--- config.mk ---
export PLATFORM = sky130hd
export DESIGN_NAME = cbrf_top
export DESIGN_NICKNAME = d
export VERILOG_FILES = /design/src/rtl/cbrf_top.v
export VERILOG_INCLUDE_DIRS = /design/src /design/src/shared
export SDC_FILE = /design/constraint.sdc
export NUM_CORES = 1
export LEC_CHECK = 0
export BUFFER_PORTS_ARGS = -buffer_cell sky130_fd_sc_hd__buf_2
export CORE_UTILIZATION = 52
export DETAILED_ROUTE_END_ITERATION = 12
export PLACE_DENSITY = 0.74
export SYNTH_ARGS = -nofsm -noshare
export SYNTH_HDL_FRONTEND = slang
export SYNTH_SLANG_ARGS = --single-unit
--- constraint.sdc ---
create_clock -name clk -period 3.5 [get_ports clk]
set_input_delay 0.7 -clock clk [delete_from_list [all_inputs] [get_ports clk]]
set_output_delay 0.7 -clock clk [all_outputs]
set_load 0.01 [all_outputs]
--- src/shared/cbrf_regs.vh ---
// cbrf register indices, flag positions, reset values and address constants
`ifndef CBRF_REGS_VH
`define CBRF_REGS_VH

// ----------------------------------------------------------------------
// register port indices
// ----------------------------------------------------------------------
`define CBRF_IDX_DW0      5'h00
`define CBRF_IDX_DW1      5'h01
`define CBRF_IDX_DW2      5'h02
`define CBRF_IDX_DW3      5'h03
`define CBRF_IDX_PW0      5'h04
`define CBRF_IDX_PW1      5'h05
`define CBRF_IDX_FB       5'h06
`define CBRF_IDX_VTB      5'h07
`define CBRF_IDX_PC       5'h08
`define CBRF_IDX_USP      5'h09
`define CBRF_IDX_ISP      5'h0a
`define CBRF_IDX_SB       5'h0b
`define CBRF_IDX_FLG      5'h0c
`define CBRF_IDX_ASP      5'h0d
`define CBRF_IDX_DW0_UB   5'h0e
`define CBRF_IDX_DW0_LB   5'h0f
`define CBRF_IDX_DW1_UB   5'h10
`define CBRF_IDX_DW1_LB   5'h11

// ----------------------------------------------------------------------
// banked slot numbers within one bank
// ----------------------------------------------------------------------
`define CBRF_SLOT_DW0     3'h0
`define CBRF_SLOT_DW1     3'h1
`define CBRF_SLOT_DW2     3'h2
`define CBRF_SLOT_DW3     3'h3
`define CBRF_SLOT_PW0     3'h4
`define CBRF_SLOT_PW1     3'h5
`define CBRF_SLOT_FB      3'h6
`define CBRF_BANK_SLOTS   4'h7

// ----------------------------------------------------------------------
// flag bit positions
// ----------------------------------------------------------------------
`define CBRF_FLG_C        0
`define CBRF_FLG_D        1
`define CBRF_FLG_Z        2
`define CBRF_FLG_S        3
`define CBRF_FLG_B        4
`define CBRF_FLG_O        5
`define CBRF_FLG_I        6
`define CBRF_FLG_U        7

// ----------------------------------------------------------------------
// long write selectors and alu sizes
// ----------------------------------------------------------------------
`define CBRF_LONG_DLO     2'h0
`define CBRF_LONG_DHI     2'h1
`define CBRF_LONG_PTR     2'h2
`define CBRF_SIZE_BYTE    2'h0
`define CBRF_SIZE_WORD    2'h1
`define CBRF_SIZE_LONG    2'h2

// ----------------------------------------------------------------------
// reset values and address constants
// ----------------------------------------------------------------------
`define CBRF_WORD_RST     16'h0000
`define CBRF_ADDR_RST     20'h00000
`define CBRF_FLG_RST      11'h000
`define CBRF_FIXED_VBASE  20'h0ffdc
`define CBRF_FIXED_VLAST  4'h8

`endif

--- src/rtl/cbrf_top.v ---
// cbrf_top: banked cpu register set with flags, pc, stack pointers and vector bases
//
// Implementation choices: the address map and the strobed register port.
`timescale 1ns/10ps
`include "cbrf_regs.vh"
// ----------------------------------------------------------------------
// ----------------------------------------------------------------------

module cbrf_top #(
  parameter DW = 16,
  parameter AW = 20,
  parameter FW = 11
) (
  input  wire          clk,
  input  wire          rst,
  input  wire [4:0]    reg_addr,
  input  wire [AW-1:0] reg_wdata,
  input  wire          reg_wr,
  input  wire          reg_rd,
  output reg  [AW-1:0] reg_rdata,
  input  wire          long_wr,
  input  wire [1:0]    long_sel,
  input  wire [31:0]   long_wdata,
  input  wire          alu_flag_we,
  input  wire [1:0]    alu_size,
  input  wire [31:0]   alu_result,
  input  wire          alu_carry,
  input  wire          alu_overflow,
  input  wire          pc_adv,
  input  wire [2:0]    pc_step,
  input  wire          vec_req,
  input  wire          vec_fixed,
  input  wire [5:0]    vec_num,
  output reg  [AW-1:0] vec_addr,
  output reg           vec_ack,
  output wire [31:0]   long_data_pair_low,
  output wire [31:0]   long_data_pair_high,
  output wire [31:0]   long_pointer_pair,
  output wire [DW-1:0] frame_base,
  output wire [DW-1:0] static_base,
  output wire [DW-1:0] active_stack_pointer,
  output wire [AW-1:0] program_counter,
  output wire [AW-1:0] vector_table_base,
  output wire [FW-1:0] processor_flags
);

  // ----------------------------------------------------------------------
  // storage
  // ----------------------------------------------------------------------
  reg  [DW-1:0] bank_q [0:13];            // two banks of seven words
  reg  [AW-1:0] vector_table_base_q;
  reg  [AW-1:0] program_counter_q;
  reg  [DW-1:0] user_stack_pointer_q;
  reg  [DW-1:0] interrupt_stack_pointer_q;
  reg  [DW-1:0] static_base_q;
  reg  [FW-1:0] processor_flags_q;
  reg  [FW-1:0] processor_flags_d;
  wire          bank_sel;
  wire          stack_sel;
  integer       i;

  // ----------------------------------------------------------------------
  // helpers
  // ----------------------------------------------------------------------
  // array index of a banked slot in the chosen bank
  function [3:0] bidx;
    input       bank;
    input [2:0] slot;
    begin
      bidx = {1'b0, slot} + (bank ? `CBRF_BANK_SLOTS : 4'h0);
    end
  endfunction

  // register index to banked slot, for the plain banked words
  function [2:0] slot_of;
    input [4:0] idx;
    begin
      slot_of = idx[2:0];
    end
  endfunction

  // true when the index names a whole banked word
  function is_banked;
    input [4:0] idx;
    begin
      is_banked = (idx <= `CBRF_IDX_FB);
    end
  endfunction

  assign bank_sel  = processor_flags_q[`CBRF_FLG_B];
  assign stack_sel = processor_flags_q[`CBRF_FLG_U];

  // ----------------------------------------------------------------------
  // operand views toward the datapath
  // ----------------------------------------------------------------------
  // 32-bit data pairs, words 2 and 3 as upper halves
  assign long_data_pair_low  = {bank_q[bidx(bank_sel, `CBRF_SLOT_DW2)],
                                bank_q[bidx(bank_sel, `CBRF_SLOT_DW0)]};
  assign long_data_pair_high = {bank_q[bidx(bank_sel, `CBRF_SLOT_DW3)],
                                bank_q[bidx(bank_sel, `CBRF_SLOT_DW1)]};
  // 32-bit pointer pair, pointer 1 as upper half
  assign long_pointer_pair   = {bank_q[bidx(bank_sel, `CBRF_SLOT_PW1)],
                                bank_q[bidx(bank_sel, `CBRF_SLOT_PW0)]};
  assign frame_base          = bank_q[bidx(bank_sel, `CBRF_SLOT_FB)];
  assign static_base         = static_base_q;
  // stack flag low selects the interrupt stack
  assign active_stack_pointer = stack_sel ? user_stack_pointer_q
                                          : interrupt_stack_pointer_q;
  assign program_counter     = program_counter_q;
  assign vector_table_base   = vector_table_base_q;
  assign processor_flags     = processor_flags_q;

  // ----------------------------------------------------------------------
  // banked words: long writes first, register port wins on overlap
  // ----------------------------------------------------------------------
  always @(posedge clk)
  begin
    if (rst)
    begin
      for (i = 0; i < 14; i = i + 1)
        bank_q[i] <= `CBRF_WORD_RST;
    end
    else
    begin
      if (long_wr)
      begin
        case (long_sel)
          `CBRF_LONG_DLO:
          begin
            bank_q[bidx(bank_sel, `CBRF_SLOT_DW0)] <= long_wdata[15:0];
            bank_q[bidx(bank_sel, `CBRF_SLOT_DW2)] <= long_wdata[31:16];
          end
          `CBRF_LONG_DHI:
          begin
            bank_q[bidx(bank_sel, `CBRF_SLOT_DW1)] <= long_wdata[15:0];
            bank_q[bidx(bank_sel, `CBRF_SLOT_DW3)] <= long_wdata[31:16];
          end
          `CBRF_LONG_PTR:
          begin
            bank_q[bidx(bank_sel, `CBRF_SLOT_PW0)] <= long_wdata[15:0];
            bank_q[bidx(bank_sel, `CBRF_SLOT_PW1)] <= long_wdata[31:16];
          end
          default:
          begin
          end
        endcase
      end
      if (reg_wr)
      begin
        if (is_banked(reg_addr))
          bank_q[bidx(bank_sel, slot_of(reg_addr))] <= reg_wdata[15:0];
        case (reg_addr)
          `CBRF_IDX_DW0_UB:
            bank_q[bidx(bank_sel, `CBRF_SLOT_DW0)][15:8] <= reg_wdata[7:0];
          `CBRF_IDX_DW0_LB:
            bank_q[bidx(bank_sel, `CBRF_SLOT_DW0)][7:0]  <= reg_wdata[7:0];
          `CBRF_IDX_DW1_UB:
            bank_q[bidx(bank_sel, `CBRF_SLOT_DW1)][15:8] <= reg_wdata[7:0];
          `CBRF_IDX_DW1_LB:
            bank_q[bidx(bank_sel, `CBRF_SLOT_DW1)][7:0]  <= reg_wdata[7:0];
          default:
          begin
          end
        endcase
      end
    end
  end

  // ----------------------------------------------------------------------
  // unbanked words
  // ----------------------------------------------------------------------
  always @(posedge clk)
  begin
    if (rst)
    begin
      vector_table_base_q       <= `CBRF_ADDR_RST;
      program_counter_q         <= `CBRF_ADDR_RST;
      user_stack_pointer_q      <= `CBRF_WORD_RST;
      interrupt_stack_pointer_q <= `CBRF_WORD_RST;
      static_base_q             <= `CBRF_WORD_RST;
    end
    else
    begin
      // pc steps wrap inside the 1 MB space, a port write overrides
      if (reg_wr && reg_addr == `CBRF_IDX_PC)
        program_counter_q <= reg_wdata;
      else if (pc_adv)
        program_counter_q <= program_counter_q + {{(AW-3){1'b0}}, pc_step};
      if (reg_wr)
      begin
        case (reg_addr)
          `CBRF_IDX_VTB: vector_table_base_q       <= reg_wdata;
          `CBRF_IDX_USP: user_stack_pointer_q      <= reg_wdata[15:0];
          `CBRF_IDX_ISP: interrupt_stack_pointer_q <= reg_wdata[15:0];
          `CBRF_IDX_SB:  static_base_q             <= reg_wdata[15:0];
          `CBRF_IDX_ASP:
          begin
            if (stack_sel)
              user_stack_pointer_q      <= reg_wdata[15:0];
            else
              interrupt_stack_pointer_q <= reg_wdata[15:0];
          end
          default:
          begin
          end
        endcase
      end
    end
  end

  // ----------------------------------------------------------------------
  // flags: alu update of c, z, s, o wins over a port write
  // ----------------------------------------------------------------------
  always @*
  begin
    processor_flags_d = processor_flags_q;
    if (reg_wr && reg_addr == `CBRF_IDX_FLG)
      processor_flags_d = reg_wdata[FW-1:0];
    if (alu_flag_we)
    begin
      processor_flags_d[`CBRF_FLG_C] = alu_carry;
      processor_flags_d[`CBRF_FLG_O] = alu_overflow;
      case (alu_size)
        `CBRF_SIZE_BYTE:
        begin
          processor_flags_d[`CBRF_FLG_Z] = (alu_result[7:0] == 8'h00);
          processor_flags_d[`CBRF_FLG_S] = alu_result[7];
        end
        `CBRF_SIZE_LONG:
        begin
          processor_flags_d[`CBRF_FLG_Z] = (alu_result == 32'h00000000);
          processor_flags_d[`CBRF_FLG_S] = alu_result[31];
        end
        default:
        begin
          processor_flags_d[`CBRF_FLG_Z] = (alu_result[15:0] == 16'h0000);
          processor_flags_d[`CBRF_FLG_S] = alu_result[15];
        end
      endcase
    end
  end

  // flag register
  always @(posedge clk)
  begin
    if (rst)
      processor_flags_q <= `CBRF_FLG_RST;
    else
      processor_flags_q <= processor_flags_d;
  end

  // ----------------------------------------------------------------------
  // register port read, data stands one cycle only
  // ----------------------------------------------------------------------
  always @(posedge clk)
  begin
    if (rst || !reg_rd)
      reg_rdata <= {AW{1'b0}};
    else
    begin
      case (reg_addr)
        `CBRF_IDX_DW0, `CBRF_IDX_DW1, `CBRF_IDX_DW2, `CBRF_IDX_DW3,
        `CBRF_IDX_PW0, `CBRF_IDX_PW1, `CBRF_IDX_FB:
          reg_rdata <= {4'h0, bank_q[bidx(bank_sel, slot_of(reg_addr))]};
        `CBRF_IDX_VTB: reg_rdata <= vector_table_base_q;
        `CBRF_IDX_PC:  reg_rdata <= program_counter_q;
        `CBRF_IDX_USP: reg_rdata <= {4'h0, user_stack_pointer_q};
        `CBRF_IDX_ISP: reg_rdata <= {4'h0, interrupt_stack_pointer_q};
        `CBRF_IDX_SB:  reg_rdata <= {4'h0, static_base_q};
        `CBRF_IDX_FLG: reg_rdata <= {9'h000, processor_flags_q};
        `CBRF_IDX_ASP: reg_rdata <= {4'h0, active_stack_pointer};
        `CBRF_IDX_DW0_UB:
          reg_rdata <= {12'h000, bank_q[bidx(bank_sel, `CBRF_SLOT_DW0)][15:8]};
        `CBRF_IDX_DW0_LB:
          reg_rdata <= {12'h000, bank_q[bidx(bank_sel, `CBRF_SLOT_DW0)][7:0]};
        `CBRF_IDX_DW1_UB:
          reg_rdata <= {12'h000, bank_q[bidx(bank_sel, `CBRF_SLOT_DW1)][15:8]};
        `CBRF_IDX_DW1_LB:
          reg_rdata <= {12'h000, bank_q[bidx(bank_sel, `CBRF_SLOT_DW1)][7:0]};
        default:       reg_rdata <= {AW{1'b0}}; // unmapped reads zero
      endcase
    end
  end

  // ----------------------------------------------------------------------
  // vector address generation
  // ----------------------------------------------------------------------
  // fixed vectors sit four bytes apart from the fixed base, clamped to the last
  always @(posedge clk)
  begin
    if (rst)
    begin
      vec_addr <= `CBRF_ADDR_RST;
      vec_ack  <= 1'b0;
    end
    else
    begin
      vec_ack <= vec_req;
      if (vec_req)
      begin
        if (vec_fixed)
        begin
          if (vec_num[5:4] != 2'h0 || vec_num[3:0] > `CBRF_FIXED_VLAST)
            vec_addr <= `CBRF_FIXED_VBASE + {14'h0000, `CBRF_FIXED_VLAST, 2'h0};
          else
            vec_addr <= `CBRF_FIXED_VBASE + {14'h0000, vec_num[3:0], 2'h0};
        end
        else
          vec_addr <= vector_table_base_q + {12'h000, vec_num, 2'h0};
      end
    end
  end

endmodule // cbrf_top

==> results of run 1 <==
layout make-up:
| class | instances | area [um2] |
|---|---|---|
| clock inverter | 27 | 174 |
| timing repair buffer | 462 | 2780 |
| antenna | 4 | 10.0 |
| sequential | 396 | 10500 |
| clock buffer | 55 | 1170 |
| fill | 3387 | 15700 |
| multi-input combinational | 1536 | 11200 |
| tap | 577 | 722 |
| inverter | 18 | 67.6 |
state kept, by name, indices dropped and copies added (netlist names):
| register | cells |
|---|---|
| processor_flags | 11 |
| static_base | 16 |
| vector_table_base | 20 |
| program_counter | 20 |
| bank_q | 256 |
| reg_rdata | 20 |
| vec_addr | 20 |
| vec_ack | 1 |
| interrupt_stack_pointer_q | 16 |
| user_stack_pointer_q | 16 |
cells in the final DEF (no fill, tap or decap), types with 15 or more instances in the layout:
master       n
mux2i_1     85
nand3_1     68
o21ai_0     91
a21oi_1    104
buf_2      347
a211oi_1    22
a22oi_1     39
edfxtp_1   256
clkinv_2    16
mux2_2     133
mux4_2      69
a31oi_1     17
clkbuf_16   45
o31ai_1     89
buf_4      101
and2_1      38
a22o_1      34
nand2_1    314
inv_1       18
dfxtp_1    139
nor2_1     149
ha_1        15
synth_stat cells (all sizes together) (16+ instances only):
master and instances:
nand2 317, edfxtp 256, nor2 159, dfxtp 140, mux2 133, clkbuf 121, a21oi 104, o21ai 94
o31ai 89, mux2i 85, buf 73, mux4 69, nand3 69, a22oi 39, and2 38, a22o 34
a211oi 22, a31oi 21, nor3 20, inv 18, ha 16
worst min-delay path: stages:
cell and delay, ps:
buf_2 120, nand3_1 60, a21oi_1 50
per-layer routing:
metal  vias up  wire length, um  global-route usage, %
met5         -               13                      0
met2      1622            38900                   58.6
li1       8714                -                      -
met4         2             5800                   23.7
met3       310            10300                   7.24
met1      9852            30000                   48.6
final timing paths:
kind	from	end	slack, ps	cells after the start
hold / removal	reg_wdata[16]	vector_table_base[16]$_SDFFE_PP0P_	390	3
hold reg to reg	vec_addr[0]$_SDFFE_PP0P_	vec_addr[0]$_SDFFE_PP0P_	470	2
setup reg to reg	processor_flags[4]$_SDFFE_PP0P_	bank_q[1][1]$_DFFE_PP_	250	7
setup / recovery	processor_flags[4]$_SDFFE_PP0P_	bank_q[1][1]$_DFFE_PP_	250	7
power breakdown:
| group | switching [uW] | total, uW | internal [uW] |
|---|---|---|---|
| registers | 132 | 5250 | 5120 |
| logic | 773 | 1270 | 497 |
| clock network | 2010 | 4470 | 2460 |
logic make-up (layout without fill, tap and decap cells):
family / count (synthesis) / in the layout / share of synthesized area [%]
and+or+nand+nor: 709 / 709 / 14.9
buffers and inverters: 212 / 562 / 3.99
adders and majority gates: 19 / 19 / 1.16
AOI/OAI and AO/OA: 498 / 498 / 15.1
other: 0 / 4 / 0
muxes: 287 / 287 / 17.3
DFF: 396 / 396 / 46.6
xor gates and xnor gates: 23 / 23 / 0.894
stage by stage:
stage | area (um2) | instances | total power [uW] | hold WS (ps)
3_5_place_dp | 25300 | 2989 | 6570 | 458
4_1_cts | 26600 | 3071 | 10900 | 372
2_1_floorplan | 22500 | 2144 | 5970 | 446
3_3_place_gp | 25300 | 2989 | 6550 | 438
5_1_grt | 26600 | 3071 | 11200 | 392
6_report | 26600 | 3075 | 11000 | 393
==> run_results.csv, run 1 <==
group,metric,value,unit
detailed_routing,drtAntennaViolNets,0,
synthesis,synth_edf_count,256,
floorplanning,core-area,42300,um2
cts,clock_latency,590,ps
sta,max_freq,0.308,GHz
sta,hold_violations,0,
detailed_routing,wl,85000,um
hold_path,worstHoldPathType,"in -> reg",
critical_path,cp.buffers_inverters,1,
synthesis,synth_cell_types,85,
sta,rsz0062_at_grt,"no",
place,gp_congestion,0.989,
global_routing,grt.overflow.total,0,
critical_path,worstSetupPathType,"reg -> reg",
floorplanning,die_area,44100,um2
cts,clkSlewWorstSetupHoldPaths,60,ps
finish,post-route-util,62.9,%
sta,finalCritPeriodShare,92.9,%
detailed_routing,num_vias,20500,
synthesis,yosysSeqAreaShare,46.6,%
floorplanning,io_pins,349,
sta,setup_violations,0,
global_routing,grt_max_degree,136,
synthesis,synth_area_per_cell,10.5,um2
global_routing,grtUsageTotal,37.7,%
detailed_routing,routedWlPerCell,27.7,um
job,cap_violations,0,
synthesis,netlist_top_cells_area,"edfxtp_1 (34%), dfxtp_1 (12%), mux4_2 (6.9%)",
sta,drv_slew,0,
detailed_routing,drc,0,
synthesis,synth_nets,2276,
cts,postCtsResizedCells,0,
floorplanning,start_util,53.2,%
critical_path,cp.required,3930,ps
synthesis,synth-seq-cells,396,
finish,area_growth,18.2,%
floorplanning,rows,75,
critical_path,critPathSlowestCell,"buf_12",
cts,post_cts_buffers,0,
outcome,status,"complete, no violations",
synthesis,yosysTopAreaCell,"edfxtp_1",
critical_path,path_cells,"buf_12 > ha_1 > nor4bb_1 > nand2_1 > o22ai_1 > o21ai_0 > a21oi_1",
cts,cts_buffer_depth,3,
sta,fin_ws,248,ps
synthesis,syn-instance-count,2144,
synthesis,yosysWarnings,0,
detailed_routing,dr.first_iter.drc_count,2938,
synthesis,synth_top_area_share,34.1,%
sta,max_slew_margin,35.0,%
detailed_routing,drt_pass1_iterations,6,
global_routing,grt_pass1_wl,122000,um
floorplanning,die_w,210,um
cts,clock_sinks,396,
critical_path,worstPathArrival,3680,ps
finish,final_layout_size_suffix_gt1_share,31.8,%
critical_path,critPathMaxStageDelay,560,ps
place,dp_slack,17.2,ps
cts,cts_tree,"yes",
synthesis,synthFlopType,"edfxtp_1",
cts,cts_hold_buf,0,
detailed_routing,viasPerCell,6.67,
place,portBuffers,348,
cts,numCtsBuffers,44,
critical_path,cp_top_family,"simple AND/OR/NAND/NOR gates",
sta,tightest_slew,968,ps
sta,setup_tns,0,ps
synthesis,synth.cell_area,22500,um2
sta,skew,14.6,ps
critical_path,cp-start-kind,"flip-flop",
cts,htree_levels,2,
global_routing,antenna_found_initial,3,
sta,period_minus_slack,3250,ps
cts,cts.root.buffer_cell,"clkbuf_16",
pwr,power_leakage,0.0103,uW
place,hpwl,63000,um
critical_path,worstPathMaxFanout,135,
pwr,vdd_ir_drop_max,331,uV
floorplanning,fp.dieH,210,um
synthesis,synthArstFlopShare,0,%
finish,finalNetCount,2590,
global_routing,grt_pass1_vias,19000,
pwr,power.density,413,nW/um2
critical_path,endpoint_kind,"flip-flop",
Power figures use the tool's default switching activity.
==> run 2: changes to the inputs <==
CORE_UTILIZATION = 58   (was 52)
PLACE_DENSITY = 0.78   (was 0.74)
clock period = 3.7 ns   (was 3.5 ns; I/O delays follow)
==> run_results.csv, run 2 (synthesis gave the netlist of run 1 again) <==
group,metric,value,unit
critical_path,worstPathArrival,3710,ps
finish,fin_cells,2991,
floorplanning,start_util,59.4,%
global_routing,grt_pass1_vias,19200,
pwr,seqPwrFrac,47.5,%
floorplanning,rows,71,
finish,area_growth,17.3,%
detailed_routing,num_vias,20400,
pwr,p_sw,2680,uW
finish,final_layout_size_suffix_gt1_share,31.2,%
floorplanning,die_area,39600,um2
outcome,status,"complete, no violations",
pwr,vdd_ir_drop_max,334,uV
global_routing,antenna_found_initial,3,
hold_path,holdPathStages,3,
pwr,combPwrFrac,11.4,%
detailed_routing,viasPerCell,6.82,
pwr,finalPower,10400,uW
critical_path,endpoint_kind,"flip-flop",
cts,numCtsBuffers,44,
finish,finalNetCount,2578,
floorplanning,core-area,37900,um2
cts,cts_tree,"yes",
floorplanning,io_pins,349,
sta,max_freq,0.302,GHz
floorplanning,fp.dieH,199,um
finish,nFillCells,2908,
pwr,power_frac_clock,41.1,%
place,portBuffers,348,
pwr,power_leakage,0.0103,uW
global_routing,grt_max_degree,131,
detailed_routing,drtAntennaViolNets,0,
critical_path,r2r-start,"processor_flags[4]$_SDFFE_PP0P_",
detailed_routing,dr.first_iter.drc_count,2985,
sta,drv_slew,0,
cts,post_cts_buffers,0,
detailed_routing,drc,0,
critical_path,reg2reg_slack,390,ps
detailed_routing,drt_pass1_iterations,6,
cts,cts_buffer_depth,3,
pwr,internal_power,7770,uW
place,dp_slack,136,ps
floorplanning,die_w,199,um
cts,postCtsResizedCells,0,
sta,setup_violations,0,
finish,top_register,"bank_q",
finish,final_area,26400,um2
job,cap_violations,0,
detailed_routing,wl,85100,um
cts,clock_latency,580,ps
finish,largest_reg_flops,256,
critical_path,r2r_cells,7,
sta,hold_violations,0,
finish,mostFrequentLayoutCells,"buf_2 (347), nand2_1 (314), edfxtp_1 (256), nor2_1 (149), dfxtp_1 (139)",
global_routing,grtUsageTotal,42.8,%
critical_path,cp.required,4100,ps
sta,max_slew_margin,30.9,%
cts,htree_levels,2,
sta,rsz0062_at_grt,"no",
critical_path,critPathLaunch,"processor_flags[4]$_SDFFE_PP0P_",
pwr,power.density,396,nW/um2
cts,cts.root.buffer_cell,"clkbuf_16",
global_routing,grt.overflow.total,0,
sta,finalCritPeriodShare,89.5,%
sta,skew,28.2,ps
pwr,netSwitchingFraction,25.7,%
cts,clock_sinks,396,
hold_path,hold_start,"reg_wdata[18]",
place,hpwl,62800,um
place,place_inst,2911,
place,placed_area,25000,um2
detailed_routing,routedWlPerCell,28.5,um
hold_path,worstHoldPathType,"in -> reg",
critical_path,worstSetupPathType,"reg -> reg",
sta,fin_ws,390,ps
place,gp_congestion,0.989,
finish,final_common_cell,"buf_2",
sta,setup_tns,0,ps
sta,tightest_slew,1030,ps
cts,clkSlewWorstSetupHoldPaths,60,ps
sta,period_minus_slack,3310,ps
global_routing,grt_pass1_wl,123000,um
critical_path,cp-start-kind,"flip-flop",
critical_path,worstPathMaxFanout,130,
cts,cts_hold_buf,0,
[run 2: metrics by stage]
step / hold slack [ps] / util [%]
after global placement: 438 / 66.0
final: 440 / 69.6
after CTS: 432 / 69.6
after floorplan: 446 / -
after global routing: 440 / 69.6
after detailed placement: 453 / 66.0
[run 2: worst paths after layout]
check / end
hold reg to reg: vec_addr[2]$_SDFFE_PP0P_
hold / removal: vector_table_base[18]$_SDFFE_PP0P_
setup / recovery: bank_q[1][3]$_DFFE_PP_
setup reg to reg: bank_q[1][3]$_DFFE_PP_
[run 2: area by class of cell]
type / count / area, um2 / area share [%]
Inverter: 18 / 67.6 / 0.256
Clock buffer: 62 / 1240 / 4.70
Sequential cell: 396 / 10500 / 39.7
Timing Repair Buffer: 450 / 2620 / 9.93
Antenna cell: 4 / 10.0 / 0.0379
Tap cell: 511 / 639 / 2.42
Clock inverter: 14 / 123 / 0.464
Multi-Input combinational cell: 1536 / 11200 / 42.4
[run 2: power by group through the flow]
stage	Sequential [uW]	Clock, uW	Combinational [uW]
6_report	4970	4290	1190
5_1_grt	4970	4440	1240
4_1_cts	4960	4270	1160
3_5_place_dp	5060	0	1150
3_3_place_gp	5050	0	1130
2_1_floorplan	4990	0	651
[run 2: critical path, stage by stage (launching register included)]
cell and delay (ps):
dfxtp_4 470, buf_12 550, ha_1 380, nor4bb_1 480, nand2_1 550, o22ai_1 250, o21ai_0 160, a21oi_1 210
[run 2: metal layers]
layer	track usage, %	share of wire (%)
met5	0	0.015
met2	66.3	46
met3	8.84	12
met1	54.5	35
met4	27.9	7.1
